## src/logic/xap_pkg.sv

```systemverilog
package xap_pkg;
  localparam int unsigned XAP_DATA_W = 8;
  localparam int unsigned XAP_FADDR_W = 5;
  localparam logic [2:0] XAP_PORT_SEL = 3'h6;
  localparam logic [7:0] XAP_W_RST = 8'h00;
  localparam logic [7:0] XAP_DIR_RST = 8'hFF;
  localparam logic [7:0] XAP_ZERO = 8'h00;
  localparam logic XAP_DEST_W = 1'b0;
  localparam logic XAP_DEST_F = 1'b1;
  typedef enum logic [1:0] {
    XAP_OP_NONE,
    XAP_OP_DIR_LOAD,
    XAP_OP_XOR_LIT,
    XAP_OP_XOR_FILE
  } xap_op_e;
endpackage : xap_pkg

```

## src/logic/xap_core.sv

```systemverilog
`timescale 1ns/1ps
// Behaviour
// RULE1 - port-direction load with select 6 copies the accumulator there and keeps all flags; code keeps only zero, carries follow their inputs.
// RULE2 - the literal XOR writes accumulator XOR an 8-bit immediate back into the accumulator.
// RULE3 - the literal XOR changes only the zero flag, never carry or digit carry.
// RULE4 - the file XOR combines the accumulator with the file register picked by a 5-bit address.
// RULE5 - file XOR with destination bit 0 writes the accumulator, with 1 the file register.
// RULE6 - the file XOR changes only the zero flag, whichever destination is used.
// RULE7 - when an XOR updates the zero flag it is set for a zero result and cleared otherwise.
module xap_core
  import xap_pkg::*;
(
  input wire logic core_clk,
  input wire logic rst,
  input wire xap_op_e op,
  input wire logic [XAP_DATA_W-1:0] literal,
  input wire logic [XAP_FADDR_W-1:0] file_addr,
  input wire logic dest,
  input wire logic [2:0] port_sel,
  input wire logic [XAP_DATA_W-1:0] file_rdata,
  input wire logic carry_in,
  input wire logic digit_carry_in,
  output logic [XAP_DATA_W-1:0] accum,
  output logic [XAP_DATA_W-1:0] port_dir,
  output logic zero_flag,
  output logic carry_flag,
  output logic digit_carry_flag,
  output logic file_we,
  output logic [XAP_FADDR_W-1:0] file_waddr,
  output logic [XAP_DATA_W-1:0] file_wdata
);

  // ****************************************
  // next state
  // ****************************************
  logic [XAP_DATA_W-1:0] accum_q, accum_d, dir_q, dir_d, wdata_q, wdata_d;
  logic zero_q, zero_d, carry_q, carry_d, dc_q, dc_d, we_q, we_d;
  logic [XAP_FADDR_W-1:0] waddr_q, waddr_d;
  // one shared result so a single zero detector serves both xor ops
  logic [XAP_DATA_W-1:0] result;

  always_comb begin
    accum_d = accum_q;
    dir_d = dir_q;
    zero_d = zero_q;
    // carry bits are owned elsewhere; the xor ops pass them through untouched
    carry_d = carry_in; // RULE3
    dc_d = digit_carry_in; // RULE6
    we_d = 1'b0;
    waddr_d = waddr_q;
    wdata_d = wdata_q;
    result = XAP_ZERO;
    case (op)
      XAP_OP_DIR_LOAD: begin
        // other selects have no direction register here, so they fall through
        if (port_sel == XAP_PORT_SEL) begin
          dir_d = accum_q; // RULE1
        end
      end
      XAP_OP_XOR_LIT: begin
        result = accum_q ^ literal; // RULE2
        accum_d = result;
        zero_d = (result == XAP_ZERO); // RULE3 RULE7
      end
      XAP_OP_XOR_FILE: begin
        result = accum_q ^ file_rdata; // RULE4
        zero_d = (result == XAP_ZERO); // RULE6 RULE7
        if (dest == XAP_DEST_F) begin
          // accumulator keeps its value so a following op chains off it
          we_d = 1'b1; // RULE5
          waddr_d = file_addr;
          wdata_d = result;
        end else begin
          accum_d = result; // RULE5
        end
      end
      default: begin
      end
    endcase
  end

  // ****************************************
  // registers
  // ****************************************
  always_ff @(posedge core_clk or posedge rst) begin
    // reset leaves every port pin an input until software loads it
    if (rst) begin
      accum_q <= XAP_W_RST;
      dir_q <= XAP_DIR_RST;
      zero_q <= 1'b0;
      carry_q <= 1'b0;
      dc_q <= 1'b0;
      we_q <= 1'b0;
      waddr_q <= '0;
      wdata_q <= XAP_ZERO;
    end else begin
      accum_q <= accum_d;
      dir_q <= dir_d;
      zero_q <= zero_d;
      carry_q <= carry_d;
      dc_q <= dc_d;
      we_q <= we_d;
      waddr_q <= waddr_d;
      wdata_q <= wdata_d;
    end
  end

  // ****************************************
  // outputs
  // ****************************************
  // every output is a flop, so nothing ripples combinationally out of the core
  assign accum = accum_q;
  assign port_dir = dir_q;
  assign zero_flag = zero_q;
  assign carry_flag = carry_q;
  assign digit_carry_flag = dc_q;
  assign file_we = we_q;
  assign file_waddr = waddr_q;
  assign file_wdata = wdata_q;

  // ****************************************
  // checks
  // ****************************************
  property p_dir_load;
    @(posedge core_clk) disable iff (rst)
    (op == XAP_OP_DIR_LOAD && port_sel == XAP_PORT_SEL)
      |=> (port_dir == $past(accum) && zero_flag == $past(zero_flag)
           && accum == $past(accum));
  endproperty
  a_dir_load: assert property (p_dir_load) else $error("direction load wrong"); // RULE1

  property p_xor_lit;
    @(posedge core_clk) disable iff (rst)
    op == XAP_OP_XOR_LIT |=> accum == ($past(accum) ^ $past(literal));
  endproperty
  a_xor_lit: assert property (p_xor_lit) else $error("literal xor wrong"); // RULE2

  property p_lit_carry;
    @(posedge core_clk) disable iff (rst)
    op == XAP_OP_XOR_LIT |=> (carry_flag == $past(carry_in)
                              && digit_carry_flag == $past(digit_carry_in));
  endproperty
  a_lit_carry: assert property (p_lit_carry) else $error("literal xor hit carry"); // RULE3

  property p_file_w;
    @(posedge core_clk) disable iff (rst)
    (op == XAP_OP_XOR_FILE && dest == XAP_DEST_W)
      |=> (accum == ($past(accum) ^ $past(file_rdata)) && !file_we);
  endproperty
  a_file_w: assert property (p_file_w) else $error("file xor to accumulator wrong"); // RULE4

  property p_file_f;
    @(posedge core_clk) disable iff (rst)
    (op == XAP_OP_XOR_FILE && dest == XAP_DEST_F)
      |=> (file_we && file_waddr == $past(file_addr)
           && file_wdata == ($past(accum) ^ $past(file_rdata)) && $stable(accum));
  endproperty
  a_file_f: assert property (p_file_f) else $error("file xor writeback wrong"); // RULE5

  property p_file_carry;
    @(posedge core_clk) disable iff (rst)
    op == XAP_OP_XOR_FILE |=> (carry_flag == $past(carry_in)
                               && digit_carry_flag == $past(digit_carry_in));
  endproperty
  a_file_carry: assert property (p_file_carry) else $error("file xor hit carry"); // RULE6

  property p_zero;
    @(posedge core_clk) disable iff (rst)
    (op == XAP_OP_XOR_LIT)
      |=> zero_flag == (($past(accum) ^ $past(literal)) == XAP_ZERO);
  endproperty
  a_zero: assert property (p_zero) else $error("zero flag wrong"); // RULE7

  property p_zero_file;
    @(posedge core_clk) disable iff (rst)
    (op == XAP_OP_XOR_FILE)
      |=> zero_flag == (($past(accum) ^ $past(file_rdata)) == XAP_ZERO);
  endproperty
  a_zero_file: assert property (p_zero_file) else $error("file zero flag wrong"); // RULE7

  // ****************************************
  // checks on refused ops, idle ops and stray writes
  // ****************************************
  // these holds catch a next-state default that leaks a stray update
  property p_dir_refused;
    @(posedge core_clk) disable iff (rst)
    (op == XAP_OP_DIR_LOAD && port_sel != XAP_PORT_SEL)
      |=> ($stable(port_dir) && $stable(accum) && $stable(zero_flag)
           && !file_we);
  endproperty
  a_dir_refused: assert property (p_dir_refused) else $error("bad refused load"); // RULE1

  property p_dir_hold;
    @(posedge core_clk) disable iff (rst)
    !(op == XAP_OP_DIR_LOAD && port_sel == XAP_PORT_SEL)
      |=> $stable(port_dir);
  endproperty
  a_dir_hold: assert property (p_dir_hold) else $error("direction reg moved"); // RULE1

  property p_zero_keep;
    @(posedge core_clk) disable iff (rst)
    (op != XAP_OP_XOR_LIT && op != XAP_OP_XOR_FILE)
      |=> ($stable(zero_flag) && $stable(accum));
  endproperty
  a_zero_keep: assert property (p_zero_keep) else $error("idle op changed state"); // RULE1

  property p_lit_no_write;
    @(posedge core_clk) disable iff (rst)
    op == XAP_OP_XOR_LIT |=> (!file_we && $stable(port_dir));
  endproperty
  a_lit_no_write: assert property (p_lit_no_write) else $error("literal xor wrote"); // RULE2

  property p_no_write;
    @(posedge core_clk) disable iff (rst)
    !(op == XAP_OP_XOR_FILE && dest == XAP_DEST_F) |=> !file_we;
  endproperty
  a_no_write: assert property (p_no_write) else $error("stray file write"); // RULE5

  property p_wr_hold;
    @(posedge core_clk) disable iff (rst)
    !(op == XAP_OP_XOR_FILE && dest == XAP_DEST_F)
      |=> ($stable(file_waddr) && $stable(file_wdata));
  endproperty
  a_wr_hold: assert property (p_wr_hold) else $error("write port moved"); // RULE5

endmodule : xap_core

```

## config.mk

```make
export PLATFORM = sky130hd
export DESIGN_NAME = xap_core
export DESIGN_NICKNAME = d
export VERILOG_FILES = /design/src/logic/xap_pkg.sv /design/src/logic/xap_core.sv
export SDC_FILE = /design/constraint.sdc
export NUM_CORES = 1
export LEC_CHECK = 0
export BUFFER_PORTS_ARGS = -buffer_cell sky130_fd_sc_hd__buf_2
export CORE_MARGIN = 4
export CORE_UTILIZATION = 30
export CTS_BUF_LIST = sky130_fd_sc_hd__clkbuf_8
export CTS_CLUSTER_DIAMETER = 200
export DETAILED_ROUTE_END_ITERATION = 8
export GPL_TIMING_DRIVEN = 1
export MAX_ROUTING_LAYER = met4
export PLACE_DENSITY = 0.61
export SLEW_MARGIN = 15
export SYNTH_ARGS = -nofsm -noshare
export SYNTH_HDL_FRONTEND = slang
export SYNTH_SLANG_ARGS = --single-unit
```

## constraint.sdc

```tcl
create_clock -name core_clk -period 1.8 [get_ports core_clk]
set_input_delay 0.09 -clock core_clk [delete_from_list [all_inputs] [get_ports core_clk]]
set_output_delay 0.09 -clock core_clk [all_outputs]
set_load 0.1 [all_outputs]
```

==> flow_metrics.env, run 1 <==
export IMPL_drt_antenna_violating_nets=0
export IMPL_number_of_antenna_violations_at_the_first_check_in_global_routing=0
export IMPL_cts_root_buffer="sky130_fd_sc_hd__clkbuf_8"
export IMPL_synthArstFlopShare=1.00
export IMPL_fp_dieW_um=80.1
export IMPL_detailroute_wirelength_met3_um=242
export IMPL_clock_tree_htree_level_count=2
export IMPL_yosysSeqAreaShare=0.535
export IMPL_area_fraction_in_compound_gates_after_synthesis=0.0537
export IMPL_ff_to_ff_end="zero_flag$_DFFE_PP0P_"
export IMPL_timing_final_setup_violations=0
export IMPL_max_cap_violations=0
export IMPL_route_detailed_drc=0
export IMPL_worst_skew_pair_late_latency_ns=0.28
export IMPL_fraction_of_synthesized_area_in_multiplexers=0.123
export IMPL_synthDominantCellAreaShare=0.401
export IMPL_dp_hpwl_mm=2.75
export IMPL_hold_path_depth=2
export IMPL_place_congestion=0.791
export IMPL_fillers=506
export IMPL_drt_iter0_markers=25
export IMPL_cell_row_count=25
export IMPL_viasPerCell=4.33
export IMPL_worst_setup_path_start_kind="register"
export IMPL_required_ns=1.99
export IMPL_relSlewSlack=0.663
export IMPL_maxUsedRoutingLayer="met4"
export IMPL_grt_util_all_layers=0.123
export IMPL_postSynthCellCount=133
export IMPL_status="complete, no violations"
export IMPL_main_combinational_cell_family_by_area_after_synthesis="XOR/XNOR gates"
export IMPL_tritoncts_num_sinks=33
export IMPL_detailroute_wirelength_met2_mm=1.64
export IMPL_clock_buffer_count_from_cts=5
export IMPL_synth_edf_count=0
export IMPL_ys_flop_type="sky130_fd_sc_hd__dfrtp_1"
export IMPL_holdWs_ns=0.0246
export IMPL_floorplan_core_area_sq_um=4880
export IMPL_reg2reg_setup_slack_ns=0.46
export IMPL_post_dr_wirelength_cell_um=13.3
export IMPL_vias=1170
export IMPL_min_delay_src="file_addr[0]"
export IMPL_grt_overflow_total=0
export IMPL_synth_cell_area_sq_um=1560
export IMPL_r2r_start="accum[3]$_DFFE_PP0P_"
export IMPL_io_pins=64
export IMPL_hold_violations=0
export IMPL_post_synth_cell_area_avg_sq_um=11.7
export IMPL_post_synth_fa_ha_maj_area_fraction=0
export IMPL_yosysMostFrequentCell="sky130_fd_sc_hd__dfrtp_1"
export IMPL_min_to="file_waddr[0]$_DFFE_PP0P_"
export IMPL_drt_met1_wl_mm=1.66
export IMPL_first_global_vias=1228
export IMPL_place_port_buffers=63
export IMPL_synth_fp_nets=164
export IMPL_worst_setup_hold_path_clk_slew_ns=0.07
export IMPL_cts_tree="yes"
export IMPL_antenna_cells=0
export IMPL_post_route_min_period_ns=1.34
export IMPL_postCtsSetupBuffers=0
export IMPL_r2r_worst_path_cells=4
export IMPL_grt_start_max_net_pins=24
export IMPL_setup_worst_path_class="reg2reg"
export IMPL_post_synth_and_or_nand_nor_area_fraction=0.103
export IMPL_yosysTopAreaCell="sky130_fd_sc_hd__dfrtp_1"
export IMPL_crit_path_end_kind="register"
export IMPL_synthTopCellsByArea="sky130_fd_sc_hd__dfrtp_1 (40%), sky130_fd_sc_hd__dfstp_2 (13%), sky130_fd_sc_hd__mux2_2 (12%), sky130_fd_sc_hd__xnor2_1 (6.7%), sky130_fd_sc_hd__xor2_1 (6.7%)"
export IMPL_layout_worst_path_cycle_share=0.744
export IMPL_drt_wirelength_mm=3.59
export IMPL_worst_path_max_fanout=5
export IMPL_synth_cells_most_frequent="sky130_fd_sc_hd__dfrtp_1 (25), sky130_fd_sc_hd__nand2_1 (20), sky130_fd_sc_hd__mux2_2 (16)"
export IMPL_first_pass_grt_wire_length_mm=5.92
export IMPL_cts_max_path_buffers=2
export IMPL_ys_warnings_count=0
export IMPL_synth_xor_area_frac=0.135
export IMPL_slew_violations=0
export IMPL_design_die_area_sq_um=6420
export IMPL_register_area_sq_um=836
export IMPL_fmax_mhz=746
export IMPL_starting_density_of_the_core=0.320
export IMPL_synthDistinctLibCells=20
export IMPL_layout_drive_gt1_share=0.473
export IMPL_drt_pass1_iterations=4
export IMPL_floorplan_die_height_um=80.1
export IMPL_multiInputGateArea_sq_um=647
export IMPL_rsz_0062_raised_after_global_routing="false"
export IMPL_fin_setup_tns_ns=0
export IMPL_ys_seq_elements=33
export IMPL_syn_to_final_growth_pct=31.5
export IMPL_fin_skew_ns=0.00388
export IMPL_worst_ep_arrival_time_ns=1.53
export IMPL_layout_nets=233
export IMPL_tightest_slew_ns=0.505
export IMPL_timing_hold_worst_class="in2reg"
[critical path, cell delays in order (launching register included)]
cell,delay (ns)
sky130_fd_sc_hd__dfrtp_1,0.44
sky130_fd_sc_hd__xor2_1,0.20
sky130_fd_sc_hd__nor4_1,0.30
sky130_fd_sc_hd__nand4_1,0.12
sky130_fd_sc_hd__o21ai_0,0.19
[worst max-delay path by stage]
stage                                     from                    end  slack, ns  depth (start not counted)
after detailed placement  accum[3]$_DFFE_PP0P_  zero_flag$_DFFE_PP0P_       0.48                          4
after global routing      accum[3]$_DFFE_PP0P_  zero_flag$_DFFE_PP0P_       0.38                          4
after global placement    accum[3]$_DFFE_PP0P_  zero_flag$_DFFE_PP0P_       0.49                          4
final                     accum[3]$_DFFE_PP0P_  zero_flag$_DFFE_PP0P_       0.46                          4
after CTS                 accum[3]$_DFFE_PP0P_  zero_flag$_DFFE_PP0P_       0.43                          4
after floorplan           accum[3]$_DFFE_PP0P_  zero_flag$_DFFE_PP0P_       0.04                          4
[cell type report]
cell class	instances	area share
clock buffer	5	0.0335
inverter	11	0.0201
clock inverter	3	0.00548
timing repair buffer	67	0.178
sequential	33	0.407
tap	67	0.0408
multi-input combinational	84	0.315
[state kept, by name, summed over array words and instances, names as in the netlist]
signal,cells
accum,8
carry_flag,1
digit_carry_flag,1
file_waddr,5
file_wdata,8
file_we,1
port_dir,8
zero_flag,1
[routing by layer]
layer  global-route usage  vias to the layer above
met5                    -                        -
li1                     -                      579
met1                0.158                      540
met2                0.185                       44
met3               0.0370                        7
met4               0.0405                        0
[logic make-up (layout without fill, tap and decap cells)]
| kind of cell | after synthesis | after routing |
|---|---|---|
| xor gates and xnor gates | 24 | 24 |
| muxes | 17 | 17 |
| DFF | 33 | 33 |
| buffers and inverters | 16 | 86 |
| AOI/OAI and AO/OA | 14 | 14 |
| and+or+nand+nor | 29 | 29 |
[per-stage QoR]
stage	setup WS (ns)	util	area (sq um)	cells
2_1_floorplan	0.0405	-	1560	133
5_1_grt	0.380	0.421	2050	270
6_report	0.460	0.421	2050	270
4_1_cts	0.434	0.421	2050	270
3_5_place_dp	0.477	0.398	1940	259
3_3_place_gp	0.486	0.398	1940	259
[repair_timing]
action	CTS	global route
endpoints found under the hold margin	10	0
hold buffers	3	0
endpoints found under the setup margin	0	0
resized for setup	0	0
[cells in the final DEF (no fill, tap or decap), drive strengths merged]
cell type	count
mux2	17
nor2	1
nand2	20
dfstp	8
buf	64
clkbuf	5
a32oi	1
xnor2	12
o22ai	8
nor4	2
xor2	12
inv	14
nand4	1
nor3	2
nand4b	1
dlygate4sd3	3
nand3	2
o21ai	5
dfrtp	25
Power of run 1 is left out: the tool's default activity adds up to more than one toggle a clock period on the data nets, which glitch-free logic cannot reach.
==> run 2: changes to the inputs <==
Clock period 1.8 ns to 1.3 ns, I/O delays scaled along.
==> run 2 against run 1 <==
  * Non-clock buffer count rose by 6
  * Hold slack got worse by 0.017 ns
  * Design area increased by 14%
  * Global-route usage increased by 1.1 points
  * Flip-flop and latch count unchanged
==> flow_metrics.env, run 2 (synthesis gave the netlist of run 1 again) <==
export IMPL_status="complete, no violations"
export IMPL_fp_dieW_um=80.1
export IMPL_post_dr_wirelength_cell_um=14.1
export IMPL_layout_worst_path_cycle_share=0.976
export IMPL_tritoncts_num_sinks=33
export IMPL_grt_util_all_layers=0.134
export IMPL_critical_path_startpoint="accum[3]$_DFFE_PP0P_"
export IMPL_syn_to_final_growth_pct=49.8
export IMPL_drt_wirelength_mm=3.90
export IMPL_layout_drive_gt1_share=0.545
export IMPL_floorplan_core_area_sq_um=4880
export IMPL_fmax_mhz=788
export IMPL_r2r_start="accum[3]$_DFFE_PP0P_"
export IMPL_grt_overflow_total=0
export IMPL_fin_skew_ns=0.00535
export IMPL_starting_density_of_the_core=0.320
export IMPL_tightest_slew_ns=0.496
export IMPL_worst_path_max_fanout=5
export IMPL_clock_buffer_count_from_cts=5
export IMPL_timing_final_setup_violations=0
export IMPL_io_pins=64
export IMPL_cts_root_buffer="sky130_fd_sc_hd__clkbuf_8"
export IMPL_cp_endpoint="zero_flag$_DFFE_PP0P_"
export IMPL_number_of_antenna_violations_at_the_first_check_in_global_routing=0
export IMPL_cts_max_path_buffers=2
export IMPL_worst_path_max_delay_cell="sky130_fd_sc_hd__dfrtp_4"
export IMPL_dp_hpwl_mm=2.94
export IMPL_crit_path_end_kind="register"
export IMPL_cts_tree="yes"
export IMPL_slew_violations=0
export IMPL_worst_setup_path_start_kind="register"
export IMPL_drt_iter0_markers=18
export IMPL_timing_hold_worst_class="in2reg"
export IMPL_critical_path_max_stage_delay_ns=0.51
export IMPL_layout_nets=239
export IMPL_worstPathCellList="xor2_1 > nor4_1 > a32oi_1 > o21ai_1"
export IMPL_ff_to_ff_end="zero_flag$_DFFE_PP0P_"
export IMPL_worst_setup_hold_path_clk_slew_ns=0.07
export IMPL_most_common_cell_after_layout_fill_and_taps_aside="sky130_fd_sc_hd__buf_2"
export IMPL_clock_tree_htree_level_count=2
export IMPL_rsz_0062_raised_after_global_routing="true"
export IMPL_drt_pass1_iterations=4
export IMPL_place_port_buffers=63
export IMPL_design_die_area_sq_um=6420
export IMPL_hold_violations=0
export IMPL_viasPerCell=4.40
export IMPL_place_congestion=0.785
export IMPL_worst_ep_arrival_time_ns=1.47
export IMPL_antenna_cells=0
export IMPL_postCtsSetupBuffers=0
export IMPL_drt_antenna_violating_nets=0
export IMPL_post_route_min_period_ns=1.27
export IMPL_worst_skew_pair_late_latency_ns=0.28
export IMPL_vias=1214
export IMPL_max_cap_violations=0
export IMPL_reg2reg_setup_slack_ns=0.03
export IMPL_floorplan_die_height_um=80.1
export IMPL_setup_worst_path_class="reg2reg"
export IMPL_cell_row_count=25
export IMPL_layout_common_cells="sky130_fd_sc_hd__buf_2 (51), sky130_fd_sc_hd__nand2_1 (20), sky130_fd_sc_hd__dfrtp_1 (17), sky130_fd_sc_hd__mux2_2 (16)"
export IMPL_fillers=475
export IMPL_required_ns=1.50
export IMPL_fin_setup_tns_ns=0
export IMPL_r2r_worst_path_cells=4
export IMPL_relSlewSlack=0.672
export IMPL_route_detailed_drc=0
export IMPL_grt_start_max_net_pins=34
export IMPL_first_global_vias=1318
export IMPL_first_pass_grt_wire_length_mm=6.32
==> run 2: what timing repair did <==
item	CTS	global route
endpoints found under the setup margin	0	1
hold endpoints to repair	27	0
resized for setup	0	2
hold buffers	3	0
==> run 2: area by class of cell <==
| type | instances | area [sq um] | share of cell area |
|---|---|---|---|
| inverters | 11 | 41.3 | 0.0176 |
| well taps | 67 | 83.8 | 0.0358 |
| repair buffers | 73 | 578 | 0.247 |
| clock inverters | 2 | 33.8 | 0.0144 |
| flip-flops and latches | 33 | 861 | 0.368 |
| clock buffers | 6 | 82.6 | 0.0353 |
| multi-input cells | 84 | 659 | 0.282 |
==> run 2: worst min path at each step <==
stage                        start                         end  depth (start not counted)  slack, ns
floorplan                 carry_in        carry_flag$_DFF_PP0_                          0        0.1
global placement          carry_in        carry_flag$_DFF_PP0_                          1       0.17
detailed placement  digit_carry_in  digit_carry_flag$_DFF_PP0_                          1       0.17
CTS                   file_addr[0]   file_waddr[0]$_DFFE_PP0P_                          2      0.005
global route          file_addr[4]   file_waddr[4]$_DFFE_PP0P_                          2      0.006
finish                file_addr[0]   file_waddr[0]$_DFFE_PP0P_                          2      0.008
==> run 2: through the flow <==
step                instances  hold slack [ns]  setup WS, ns  instance area, sq um  utilization
floorplan                 133           0.0964       -0.0650                  1590            -
global placement          265            0.174        0.0495                  2180        0.447
detailed placement        265            0.175        0.0188                  2180        0.447
CTS                       276          0.00513        0.0214                  2330        0.477
global route              276          0.00587      -0.00648                  2340        0.479
finish                    276          0.00760        0.0306                  2340        0.479
==> run 2: routing by layer <==
metal	vias up	track usage	part of all wire	routed length, um
li1	593	-	-	-
met1	574	0.165	0.43	1670
met2	42	0.213	0.49	1900
met3	5	0.0392	0.072	280
met4	0	0.0405	0.011	42
met5	-	-	0	0
==> run 2: worst max-delay path: cells and delay by family (launching register included) <==
family | cells | cell delay [ns]
simple gates | 1 | 0.26
flops | 1 | 0.51
compound gates | 2 | 0.26
xor+xnor | 1 | 0.18
Power of run 2 is left out for the same reason.
==> run 3: changes to the inputs <==
Settings changed: CORE_MARGIN 4 to 5, CORE_UTILIZATION 30 to 49, PLACE_DENSITY 0.61 to 0.81.
==> run 3 against run 2 <==
  * Worst setup slack got worse by 0.030 ns
  * Flip-flop and latch count unchanged
  * Core utilization increased by 27 points
  * Wire length increased by 4.4%
  * Non-clock buffer count increased by 1
  * Hold slack improved by 0.0081 ns
  * Critical path type unchanged
  * Register-to-register slack got worse by 0.03 ns
  * Fmax decreased by 2.3%
  * Final cell count decreased by 8.0%
  * Sequential share of layout area increased by 0.70 points
  * Via count increased by 4.1%
==> flow_metrics.env, run 3 (synthesis gave the netlist of run 1 again) <==
export IMPL_relSlewSlack=0.676
export IMPL_status="complete, no violations"
export IMPL_detailroute_wirelength_met3_um=180
export IMPL_post_route_min_period_ns=1.30
export IMPL_layout_nets=240
export IMPL_min_to="file_waddr[4]$_DFFE_PP0P_"
export IMPL_worst_skew_pair_late_latency_ns=0.28
export IMPL_max_cap_violations=0
export IMPL_design_die_area_sq_um=4420
export IMPL_route_detailed_drc=0
export IMPL_tightest_slew_ns=0.490
export IMPL_drt_met1_wl_mm=1.67
export IMPL_viasPerCell=4.98
export IMPL_tritoncts_num_sinks=33
export IMPL_vias=1264
export IMPL_layout_drive_gt1_share=0.538
export IMPL_antenna_cells=0
export IMPL_fp_dieW_um=66.5
export IMPL_drt_pass1_iterations=4
export IMPL_place_ws_ns=-0.00460
export IMPL_drt_wirelength_mm=4.07
export IMPL_drt_antenna_violating_nets=0
export IMPL_r2r_start="accum[4]$_DFFE_PP0P_"
export IMPL_fin_ws_ns=0.000344
export IMPL_most_common_cell_after_layout_fill_and_taps_aside="sky130_fd_sc_hd__buf_2"
export IMPL_r2r_worst_path_cells=4
export IMPL_timing_hold_worst_class="in2reg"
export IMPL_grt_start_max_net_pins=34
export IMPL_detailroute_wirelength_met2_mm=2.16
export IMPL_floorplan_die_height_um=66.5
export IMPL_grt_overflow_total=0
export IMPL_rsz_0062_raised_after_global_routing="true"
export IMPL_grt_util_all_layers=0.209
export IMPL_place_congestion=0.807
export IMPL_slew_violations=0
export IMPL_clock_buffer_count_from_cts=5
export IMPL_hold_path_depth=2
export IMPL_syn_to_final_growth_pct=47.0
export IMPL_starting_density_of_the_core=0.511
export IMPL_post_dr_wirelength_cell_um=16.0
export IMPL_layout_common_cells="sky130_fd_sc_hd__buf_2 (51), sky130_fd_sc_hd__nand2_1 (20), sky130_fd_sc_hd__dfrtp_1 (17), sky130_fd_sc_hd__mux2_2 (16), sky130_fd_sc_hd__inv_1 (13)"
export IMPL_ff_to_ff_end="zero_flag$_DFFE_PP0P_"
export IMPL_cell_row_count=20
export IMPL_io_pins=64
export IMPL_crit_path_end_kind="register"
export IMPL_fin_skew_ns=0.00323
export IMPL_worst_path_max_fanout=3
export IMPL_min_delay_src="file_addr[4]"
export IMPL_first_global_vias=1329
export IMPL_number_of_antenna_violations_at_the_first_check_in_global_routing=0
export IMPL_required_ns=1.51
export IMPL_worst_setup_hold_path_clk_slew_ns=0.07
export IMPL_setup_worst_path_class="reg2reg"
export IMPL_timing_final_setup_violations=0
export IMPL_place_port_buffers=63
export IMPL_worst_ep_arrival_time_ns=1.51
export IMPL_clock_tree_htree_level_count=2
export IMPL_cts_root_buffer="sky130_fd_sc_hd__clkbuf_8"
export IMPL_cts_tree="yes"
export IMPL_cts_max_path_buffers=2
export IMPL_first_pass_grt_wire_length_mm=6.53
export IMPL_reg2reg_setup_slack_ns=0.0003
export IMPL_maxUsedRoutingLayer="met4"
export IMPL_layout_worst_path_cycle_share=1.00
export IMPL_worst_setup_path_start_kind="register"
export IMPL_drt_iter0_markers=73
export IMPL_hold_violations=0
export IMPL_dp_hpwl_mm=2.99
export IMPL_fmax_mhz=769
export IMPL_floorplan_core_area_sq_um=3050
[run 3: cell types whose count changed in the layout (fill, tap and decap cells not counted)]
cell                            before  now
sky130_fd_sc_hd__nor3_1              1    2
sky130_fd_sc_hd__inv_1              12   13
sky130_fd_sc_hd__dlygate4sd3_1       3    4
sky130_fd_sc_hd__nor3_2              1    0
sky130_fd_sc_hd__nor4_2              0    1
sky130_fd_sc_hd__bufinv_16           1    0
sky130_fd_sc_hd__nor4_1              2    1
[run 3: how the worst max path moves through the flow]
stage                               startpoint                    end  slack [ns]  cells past startpoint
final                     accum[4]$_DFFE_PP0P_  zero_flag$_DFFE_PP0P_      0.0003                      4
after global routing      accum[4]$_DFFE_PP0P_  zero_flag$_DFFE_PP0P_       -0.05                      4
after CTS                 accum[4]$_DFFE_PP0P_  zero_flag$_DFFE_PP0P_       0.002                      4
after detailed placement  accum[2]$_DFFE_PP0P_  zero_flag$_DFFE_PP0P_      -0.005                      4
after global placement    accum[2]$_DFFE_PP0P_  zero_flag$_DFFE_PP0P_        0.08                      4
after floorplan           accum[4]$_DFFE_PP0P_  zero_flag$_DFFE_PP0P_       -0.07                      4
[run 3: layout make-up]
type | count | area (sq um)
clock buffer | 6 | 82.6
clock inverter | 2 | 7.51
inverter | 11 | 41.3
fill | 216 | 757
tap | 44 | 55.1
multi-input combinational | 84 | 661
sequential | 33 | 861
timing repair buffer | 74 | 588
[run 3: repair_timing]
action                     4_1_cts  5_1_grt
pin swaps                        2        0
setup buffers                    1        0
setup endpoints to repair        1        1
resized for setup                0        2
hold buffers                     4        0
hold endpoints to repair        28        0
[run 3: critical path, stage by stage, from the launching register on]
cell                      delay [ns]
sky130_fd_sc_hd__dfrtp_4        0.50
sky130_fd_sc_hd__xor2_2         0.16
sky130_fd_sc_hd__nor4_2         0.31
sky130_fd_sc_hd__nand4_1        0.13
sky130_fd_sc_hd__o21ai_1        0.13
[run 3: per-stage QoR]
stage               cell area [sq um]  utilization  cells  hold slack, ns  setup TNS, ns
floorplan                        1590            -    133          0.0964        -0.0650
global placement                 2140        0.702    241           0.168              0
detailed placement               2140        0.702    241           0.175       -0.00460
CTS                              2280        0.748    254          0.0111              0
global route                     2300        0.752    254         0.00530        -0.0531
finish                           2300        0.752    254          0.0157              0
[run 3: layer usage]
metal / GRT usage / vias to the layer above
li1: - / 595
met1: 0.241 / 630
met2: 0.344 / 35
met3: 0.0607 / 4
met4: 0.0787 / 0
met5: - / -
Power of run 3 is left out for the same reason.
